===== src/rtl/brmc_pkg.sv =====
// constants and carrier types for the burst / restart mode control unit
// assumes a single 10 MHz clock; all comparator inputs synchronous to it
package brmc_pkg;

  localparam int unsigned CLK_HZ          = 10_000_000;
  localparam int unsigned BLANK_MS        = 20;
  localparam int unsigned SPIKE_US        = 30;
  localparam int unsigned SOFTSTART_MS    = 20;
  localparam int unsigned BLANK_CYC       = (CLK_HZ / 1000) * BLANK_MS;
  localparam int unsigned SPIKE_CYC       = (CLK_HZ / 1000000) * SPIKE_US;
  localparam int unsigned SOFTSTART_CYC   = (CLK_HZ / 1000) * SOFTSTART_MS;
  localparam int unsigned CNT_W           = 24;

  // comparator decisions from the analog side
  typedef struct packed {
    logic fb_above_4v0;    // feedback_high_comparator
    logic fb_below_1v35;   // light_load_comparator
    logic fb_above_3v5;    // burst_upper_comparator
    logic fb_below_3v0;    // burst_lower_comparator
    logic pin_at_4v0;      // blanking_pin_comparator
  } brmc_cmp_t;

  // faults that bypass blanking, plus supply thresholds
  typedef struct packed {
    logic vcc_ovp;
    logic over_temp;
    logic ext_restart;
    logic vcc_off;         // supply fell to turn-off threshold
    logic vcc_on;          // supply reached turn-on threshold
  } brmc_sup_t;

  typedef enum logic [2:0] {
    BRMC_NORMAL,
    BRMC_BURST,
    BRMC_RESTART_OFF,
    BRMC_RESTART_CHARGE,
    BRMC_SOFTSTART
  } brmc_state_t;

endpackage


===== src/rtl/brmc_core.sv =====
// burst / restart mode control: sequences light-load burst, blanking and auto restart
// assumes comparator and supply flags are synchronous; rst_i is the under-voltage reset
`timescale 1ns/10ps
// How it works
// - 20 ms blanking before burst or restart
// - overload counts 20 ms then releases clamp
// - restart gate waits for pin 4.0V
// - 30 us spike blanking before restart
// - burst fixed blanking; restart fixed plus extension
// - burst counter held zero, counts below 1.35V
// - burst entry when expired and still low
// - burst sets flag, bias off
// - startup cell off during burst
// - above 3.5V in burst: bias on
// - burst selects reduced 0.34V limit
// - below 3.0V in burst: bias off
// - above 4.0V in burst: leave burst
// - all listed faults lead to restart
// - only overload blanked; others immediate
// - restart: off, charge, power up, soft start
// - after startup recheck fault
// - soft start completes within 20 ms
module brmc_core
  import brmc_pkg::*;
#(
  parameter int unsigned BLANK_CYCLES     = BLANK_CYC,
  parameter int unsigned SOFTSTART_CYCLES = SOFTSTART_CYC,
  parameter int unsigned SPIKE_CYCLES     = SPIKE_CYC
)
(
  // clock and reset
  input  wire logic      clock_i,
  input  wire logic      rst_i,
  // analog decisions
  input  wire brmc_cmp_t cmp_i,
  input  wire brmc_sup_t sup_i,
  // control outputs
  output logic           bias_en_o,
  output logic           burst_flag_o,
  output logic           reduced_limit_o,
  output logic           clamp_release_o,
  output logic           startup_cell_on_o,
  output logic           soft_start_o,
  output logic           restart_active_o
);

  // ==========================================================
  // state
  // ==========================================================
  brmc_state_t      state;
  brmc_state_t      next_state;
  logic             burst_done;
  logic             ovl_done;
  logic             spike_done;
  logic             ss_done;
  logic             burst_run;
  logic             ovl_run;
  logic             spike_run;
  logic             ss_run;
  logic             fast_fault;
  logic             trigger_gate;

  assign fast_fault = sup_i.vcc_ovp | sup_i.over_temp | sup_i.ext_restart | sup_i.vcc_off;

  // ==========================================================
  // mode entry conditions
  // ==========================================================
  logic             enter_restart;
  logic             enter_burst;
  logic             leave_burst;
  logic             recheck_fail;

  // overload reaches restart only through both blanking stages
  assign enter_restart = fast_fault || spike_done;
  // burst needs the expired counter and the feedback still low
  assign enter_burst   = burst_done && cmp_i.fb_below_1v35;
  // a heavy load jump ends burst at once
  assign leave_burst   = cmp_i.fb_above_4v0;
  // after soft start a feedback still high means the fault persists
  assign recheck_fail  = cmp_i.fb_above_4v0;

  // ==========================================================
  // blanking and soft start timers
  // ==========================================================
  assign burst_run = (state == BRMC_NORMAL) && cmp_i.fb_below_1v35;
  assign ovl_run   = (state == BRMC_NORMAL || state == BRMC_BURST) && cmp_i.fb_above_4v0;
  assign trigger_gate = ovl_done && cmp_i.pin_at_4v0;
  assign spike_run = trigger_gate;
  assign ss_run    = (state == BRMC_SOFTSTART);

  brmc_timer #(.LIMIT(BLANK_CYCLES)) u_burst_timer
  (
    .clock_i (clock_i),
    .rst_i   (rst_i),
    .run_i   (burst_run),
    .done_o  (burst_done)
  );

  brmc_timer #(.LIMIT(BLANK_CYCLES)) u_ovl_timer
  (
    .clock_i (clock_i),
    .rst_i   (rst_i),
    .run_i   (ovl_run),
    .done_o  (ovl_done)
  );

  brmc_timer #(.LIMIT(SPIKE_CYCLES)) u_spike_timer
  (
    .clock_i (clock_i),
    .rst_i   (rst_i),
    .run_i   (spike_run),
    .done_o  (spike_done)
  );

  brmc_timer #(.LIMIT(SOFTSTART_CYCLES)) u_ss_timer
  (
    .clock_i (clock_i),
    .rst_i   (rst_i),
    .run_i   (ss_run),
    .done_o  (ss_done)
  );

  // ==========================================================
  // mode sequencing
  // ==========================================================
  always_comb
  begin
    next_state = state;
    case (state)
      BRMC_NORMAL:
      begin
        if (enter_restart)
          next_state = BRMC_RESTART_OFF;
        else if (enter_burst)
          next_state = BRMC_BURST;
      end
      BRMC_BURST:
      begin
        if (fast_fault)
          next_state = BRMC_RESTART_OFF;
        else if (leave_burst)
          next_state = BRMC_NORMAL;
      end
      BRMC_RESTART_OFF:
      begin
        if (sup_i.vcc_off)
          next_state = BRMC_RESTART_CHARGE;
      end
      BRMC_RESTART_CHARGE:
      begin
        if (sup_i.vcc_on)
          next_state = BRMC_SOFTSTART;
      end
      BRMC_SOFTSTART:
      begin
        if (fast_fault)
          next_state = BRMC_RESTART_OFF;
        else if (ss_done)
          next_state = recheck_fail ? BRMC_RESTART_OFF : BRMC_NORMAL;
      end
      default:
        next_state = BRMC_NORMAL;
    endcase
  end

  always_ff @(posedge clock_i or posedge rst_i)
  begin
    if (rst_i)
      state <= BRMC_NORMAL;
    else
      state <= next_state;
  end

  // ==========================================================
  // burst bias hysteresis
  // ==========================================================
  logic burst_bias;
  logic next_burst_bias;
  logic stay_burst;

  // bias stays off on the entry edge, then follows the burst comparators
  assign stay_burst = (state == BRMC_BURST) && (next_state == BRMC_BURST);

  always_comb
  begin
    next_burst_bias = burst_bias;
    if (!stay_burst)
      next_burst_bias = 1'b0;
    else if (cmp_i.fb_above_3v5)
      next_burst_bias = 1'b1;
    else if (cmp_i.fb_below_3v0)
      next_burst_bias = 1'b0;
  end

  always_ff @(posedge clock_i or posedge rst_i)
  begin
    if (rst_i)
      burst_bias <= 1'b0;
    else
      burst_bias <= next_burst_bias;
  end

  // ==========================================================
  // next mode decodes
  // ==========================================================
  logic next_is_normal;
  logic next_is_burst;
  logic next_is_off;
  logic next_is_charge;
  logic next_is_soft;

  // outputs follow the mode they enter, so they change on the same edge
  assign next_is_normal = (next_state == BRMC_NORMAL);
  assign next_is_burst  = (next_state == BRMC_BURST);
  assign next_is_off    = (next_state == BRMC_RESTART_OFF);
  assign next_is_charge = (next_state == BRMC_RESTART_CHARGE);
  assign next_is_soft   = (next_state == BRMC_SOFTSTART);

  // ==========================================================
  // internal bias enable
  // ==========================================================
  // bias runs in normal mode and soft start, is gated in burst, off in restart
  always_ff @(posedge clock_i or posedge rst_i)
  begin
    if (rst_i)
      bias_en_o <= 1'b1;
    else if (next_is_normal || next_is_soft)
      bias_en_o <= 1'b1;
    else if (next_is_burst)
      bias_en_o <= next_burst_bias;
    else
      bias_en_o <= 1'b0;
  end

  // ==========================================================
  // burst flag and reduced current limit
  // ==========================================================
  // the flag marks burst mode through the whole sawtooth
  always_ff @(posedge clock_i or posedge rst_i)
  begin
    if (rst_i)
      burst_flag_o <= 1'b0;
    else
      burst_flag_o <= next_is_burst;
  end

  // the reduced limit drops with the flag, restoring the full limit
  always_ff @(posedge clock_i or posedge rst_i)
  begin
    if (rst_i)
      reduced_limit_o <= 1'b0;
    else
      reduced_limit_o <= next_is_burst;
  end

  // ==========================================================
  // blanking pin clamp
  // ==========================================================
  logic clamp_window;

  // released only while switching, so the pin can charge toward restart
  assign clamp_window = next_is_normal || next_is_burst;

  always_ff @(posedge clock_i or posedge rst_i)
  begin
    if (rst_i)
      clamp_release_o <= 1'b0;
    else
      clamp_release_o <= ovl_done && clamp_window;
  end

  // ==========================================================
  // restart sequence outputs
  // ==========================================================
  // startup cell only charges the supply in restart, never in burst
  always_ff @(posedge clock_i or posedge rst_i)
  begin
    if (rst_i)
      startup_cell_on_o <= 1'b0;
    else
      startup_cell_on_o <= next_is_charge;
  end

  // soft start covers one fixed-length startup phase
  always_ff @(posedge clock_i or posedge rst_i)
  begin
    if (rst_i)
      soft_start_o <= 1'b0;
    else
      soft_start_o <= next_is_soft;
  end

  // restart covers the off and charging phases
  always_ff @(posedge clock_i or posedge rst_i)
  begin
    if (rst_i)
      restart_active_o <= 1'b0;
    else
      restart_active_o <= next_is_off || next_is_charge;
  end

endmodule


===== src/rtl/brmc_timer.sv =====
// blanking timer: counts while enabled, clears when disabled
// assumes enable held for the whole interval
`timescale 1ns/10ps
module brmc_timer
  import brmc_pkg::*;
#(
  parameter int unsigned LIMIT = 16
)
(
  // clock and reset
  input  wire logic clock_i,
  input  wire logic rst_i,
  // control
  input  wire logic run_i,
  output logic      done_o
);

  logic [CNT_W-1:0] count;

  always_ff @(posedge clock_i or posedge rst_i)
  begin
    if (rst_i)
      count <= '0;
    else if (!run_i)
      count <= '0;
    else if (count != CNT_W'(LIMIT))
      count <= count + 1'b1;
  end

  always_ff @(posedge clock_i or posedge rst_i)
  begin
    if (rst_i)
      done_o <= 1'b0;
    else
      done_o <= run_i && (count >= CNT_W'(LIMIT - 1));
  end

endmodule


===== config.mk =====
export PLATFORM = sky130hd
export DESIGN_NAME = brmc_core
export DESIGN_NICKNAME = d
export VERILOG_FILES = /design/src/rtl/brmc_pkg.sv /design/src/rtl/brmc_core.sv /design/src/rtl/brmc_timer.sv
export SDC_FILE = /design/constraint.sdc
export NUM_CORES = 1
export LEC_CHECK = 0
export CAP_MARGIN = 20
export CELL_PAD_IN_SITES_DETAIL_PLACEMENT = 0
export CELL_PAD_IN_SITES_GLOBAL_PLACEMENT = 1
export CORE_AREA = 2 2 166 87
export DETAILED_ROUTE_END_ITERATION = 12
export DIE_AREA = 0 0 168 89
export DONT_BUFFER_PORTS = 1
export PLACE_DENSITY_LB_ADDON = 0.15
export SKIP_LAST_GASP = 1
export SLEW_MARGIN = 20
export SYNTH_ARGS = -nofsm -noshare
export SYNTH_HDL_FRONTEND = slang
export SYNTH_SLANG_ARGS = --single-unit
export TNS_END_PERCENT = 50

===== constraint.sdc =====
create_clock -name clock_i -period 3.3 [get_ports clock_i]
set_input_delay 0.165 -clock clock_i [delete_from_list [all_inputs] [get_ports clock_i]]
set_output_delay 0.165 -clock clock_i [all_outputs]
set_load 0.005 [all_outputs]

==> run_results.csv <==
group,metric,value,unit
layout,nets,651,
logic_synthesis,ys_ff_latch,110,
logic_synthesis,synth_cells,645,
setup_path,required,3.57,ns
clock_network,cts_num_sinks,110,
floorplanning,die_area,0.01495,sq mm
logic_synthesis,netlist_area,0.005938,sq mm
floorplanning,fp.dieH,89,um
route,viasPerCell,5.768,
setup_path,crit_chain,"nand4_2 -> or4_2 -> or3_1 -> a21oi_1",
placement,dpl-instance-area,0.006068,sq mm
pwr,power_frac_clock,40.8,%
logic_synthesis,synth_flop_cell,"dfrtp_1",
pwr,leakage,2.359,nW
route,dr.pass1.iters,4,
logic_synthesis,synth_nets,665,
grt,grt_overflow,0,
clock_network,htree_num_levels,3,
floorplanning,initial_core_util,44.56,%
timing,finalSetupViolCount,0,
timing,skew,0.008079,ns
timing,min_period,2.126,ns
pwr,p_sw,0.0007314,W
logic_synthesis,synth_largest_area_cell,"dfrtp_1",
run_status,status,"completed",
logic_synthesis,synth_most_common_cell,"dfrtp_1",
logic_synthesis,syn_avg_cell_area,9.207,sq um
placement,place.gp.congestion,0.7296,
timing,max_freq,470.5,MHz
worst_hold_path,hold_class,"input port to register",
route,routed_wl,12.54,mm
grt,first_global_vias,4370,
timing,fin_ws,1.174,ns
logic_synthesis,synthArstFlopShare,100.0,%
clock_network,post_cts_resize_count,0,
clock_network,cts_buffer_depth,2,
floorplanning,ios,19,
setup_path,cp_num_buf_inv,0,
timing,fin_setup_tns,0,ns
route,drc,0,
setup_path,crit_fanout,10,
setup_path,cp.arrival,2.39,ns
setup_path,cp_top_family,"simple AND/OR/NAND/NOR gates",
pwr,p_comb_share,7.3,%
pwr,seqPwrFrac,51.9,%
layout,drive_above_1_share,5.503,%
grt,grt_max_degree,64,
route,ant_nets,0,
layout,antenna-diode-count,0,
timing,min_period_over_period,64.41,%
setup_path,crit_path_end_kind,"register",
logic_synthesis,synth.lib_cells_used.distinct,55,
logic_synthesis,synth_edf_count,0,
logic_synthesis,ys_seq_area_share,46.38,%
setup_path,slowest_delay,0.78,ns
placement,io_buffers,0,
timing,finalMaxSlewViolations,0,
clock_network,clk_root_buffer_cell,"clkbuf_16",
clock_network,cts_tree,"done",
route,drt_iter0_drc,273,
placement,dpl_worst_slack,1.193,ns
clock_network,clkTransAtPathRegs,0.08,ns
route,routedWlPerCell,15.44,um
setup_path,slowest_stage,"or4_2",
floorplanning,core,0.01333,sq mm
floorplanning,fp-row-count,30,
grt,grt_pass1_wl,21.65,mm
pwr,intPower,0.002052,W
placement,dpl.hpwl,8.424,mm
setup_path,path_class,"register to register",
layout,nFillCells,1248,
timing,hold_viol_final,0,
logic_synthesis,ys_warn_count,0,
route,routed-via-count,4684,
timing,rsz0062_at_grt,"false",
layout,area_delta_synth_final,7.627,%
clock_network,cts_buffers,9,
timing,worstMarginPinSlew,0.9806,ns
pwr,sw_frac_of_total,26.27,%
clock_network,clk_latency,0.36,ns
layout,final_area,0.006391,sq mm
setup_path,cp-start-kind,"register",
timing,hold_ws,0.03935,ns
pwr,ir_drop,0.0002458,V
logic_synthesis,yosys-top-cells-area,"dfrtp_1 (46%), a21oi_1 (4.1%), nor2_1 (4.0%), xnor2_1 (3.5%), nand3_1 (3.2%)",
logic_synthesis,synth_top_area_share,45.93,%
pwr,p_per_area,435.6,mW/mm^2
timing,max_slew_margin,34.43,%
grt,grt.total_usage,18.07,%
grt,antenna_found_initial,0,
run,maxCapViolCount,0,
logic_synthesis,synth_commonest_cells,"dfrtp_1 (109), nor2_1 (64), a21oi_1 (49)",
floorplanning,fp.dieW,168,um
==> path summary, 6_finish.rpt <==
check	startpoint	to	slack, ns	cells past startpoint
max in group asynchronous	rst_i	bias_en_o	2.06	3
worst max-delay path	u_spike_timer.count[2]	u_spike_timer.count[23]	1.17	4
worst max register to register	u_spike_timer.count[2]	u_spike_timer.count[23]	1.17	4
worst min register to register	u_ss_timer.done_o	soft_start_o	0.51	1
min in group asynchronous	rst_i	u_ss_timer.count[14]	0.46	2
worst min-delay path	sup_i[0]	soft_start_o	0.04	2
==> routing by layer <==
layer | track usage [%] | wire, um | up-vias
li1 | - | - | 2353
met1 | 25.11 | 6472 | 2273
met2 | 29.41 | 5618 | 50
met3 | 3.851 | 332 | 8
met4 | 4.269 | 114 | 0
met5 | 0 | 0 | -
==> worst reg2reg max path: cells and delay by family (launching register included) <==
| kind | cells | cell delay [ns] |
|---|---|---|
| flip-flops | 1 | 0.47 |
| AO/OA/AOI/OAI | 1 | 0.14 |
| AND/OR/NAND/NOR | 3 | 1.43 |
==> placed cells by master, fill, tap and decap left out, drive strengths merged, types with 2 or more instances in the layout <==
cell | synthesis | final
and4 | 15 | 15
o211ai | 4 | 4
or4 | 26 | 26
nor3 | 15 | 15
xor2 | 19 | 19
and2 | 7 | 7
xnor2 | 24 | 24
nor4b | 6 | 6
clkbuf | 26 | 9
inv | 17 | 21
nor2 | 64 | 64
a31oi | 4 | 4
mux2i | 6 | 6
nor2b | 5 | 5
o31ai | 22 | 22
or2 | 5 | 5
nand2 | 47 | 47
a222oi | 2 | 2
ha | 8 | 8
or3 | 14 | 14
nand2b | 7 | 7
o32ai | 2 | 2
dlygate4sd3 | 0 | 2
o21ai | 22 | 22
buf | 5 | 4
nor3b | 5 | 5
and3 | 9 | 9
nand3 | 39 | 39
a21oi | 49 | 49
nand3b | 3 | 3
nor4 | 15 | 15
dfrtp | 109 | 109
nand4 | 31 | 31
==> layout make-up <==
type                       count  area, sq um  share of cell area, %
multi-input combinational    487         2985                  46.71
sequential                   110         2754                  43.09
clock buffer                   9        225.2                  3.524
tap                          176        220.2                  3.446
clock inverter                 7        77.57                  1.214
inverter                      17        66.31                  1.038
timing repair buffer           6        62.56                 0.9789
==> cells by family after synthesis <==
logic type,count (synthesis),synth area share [%]
compound gates,114,11.55
mux,6,1.011
buf+inv,48,3.350
flops,110,46.38
simple gates,316,29.69
xor+xnor,43,6.342
fa+ha+maj,8,1.686
==> power by group through the flow <==
stage / clock network, W / registers [W] / logic [W]
detailed placement: 0 / 0.00147 / 0.000208
global placement: 0 / 0.00147 / 0.000207
global route: 0.00122 / 0.00145 / 0.000236
floorplan: 0 / 0.00143 / 0.000181
CTS: 0.00117 / 0.00145 / 0.000211
finish: 0.00113 / 0.00145 / 0.000204
==> state kept, by name (all words and copies together) (netlist names) <==
name / cells
clamp_release_o: 1
bias_en_o: 1
reduced_limit_o: 1
u_ss_timer.done_o: 1
u_burst_timer.done_o: 1
restart_active_o: 1
u_ss_timer.count: 24
u_spike_timer.count: 24
u_burst_timer.count: 24
startup_cell_on_o: 1
state: 3
burst_bias: 1
u_ovl_timer.count: 24
soft_start_o: 1
u_ovl_timer.done_o: 1
u_spike_timer.done_o: 1
==> through the flow <==
stage | cells | util [%] | total power, W
detailed placement | 794 | 45.54 | 0.001680
floorplan | 645 | - | 0.001614
finish | 812 | 47.96 | 0.002784
global placement | 794 | 45.54 | 0.001678
CTS | 812 | 47.96 | 0.002826
global route | 812 | 47.96 | 0.002909
==> what timing repair did <==
item / in CTS / in global routing
endpoints found under the hold margin: 63 / 0
hold buffers: 2 / 0
setup endpoints to repair: 0 / 0
setup buffers: 0 / 0
Power figures use the tool's default switching activity.
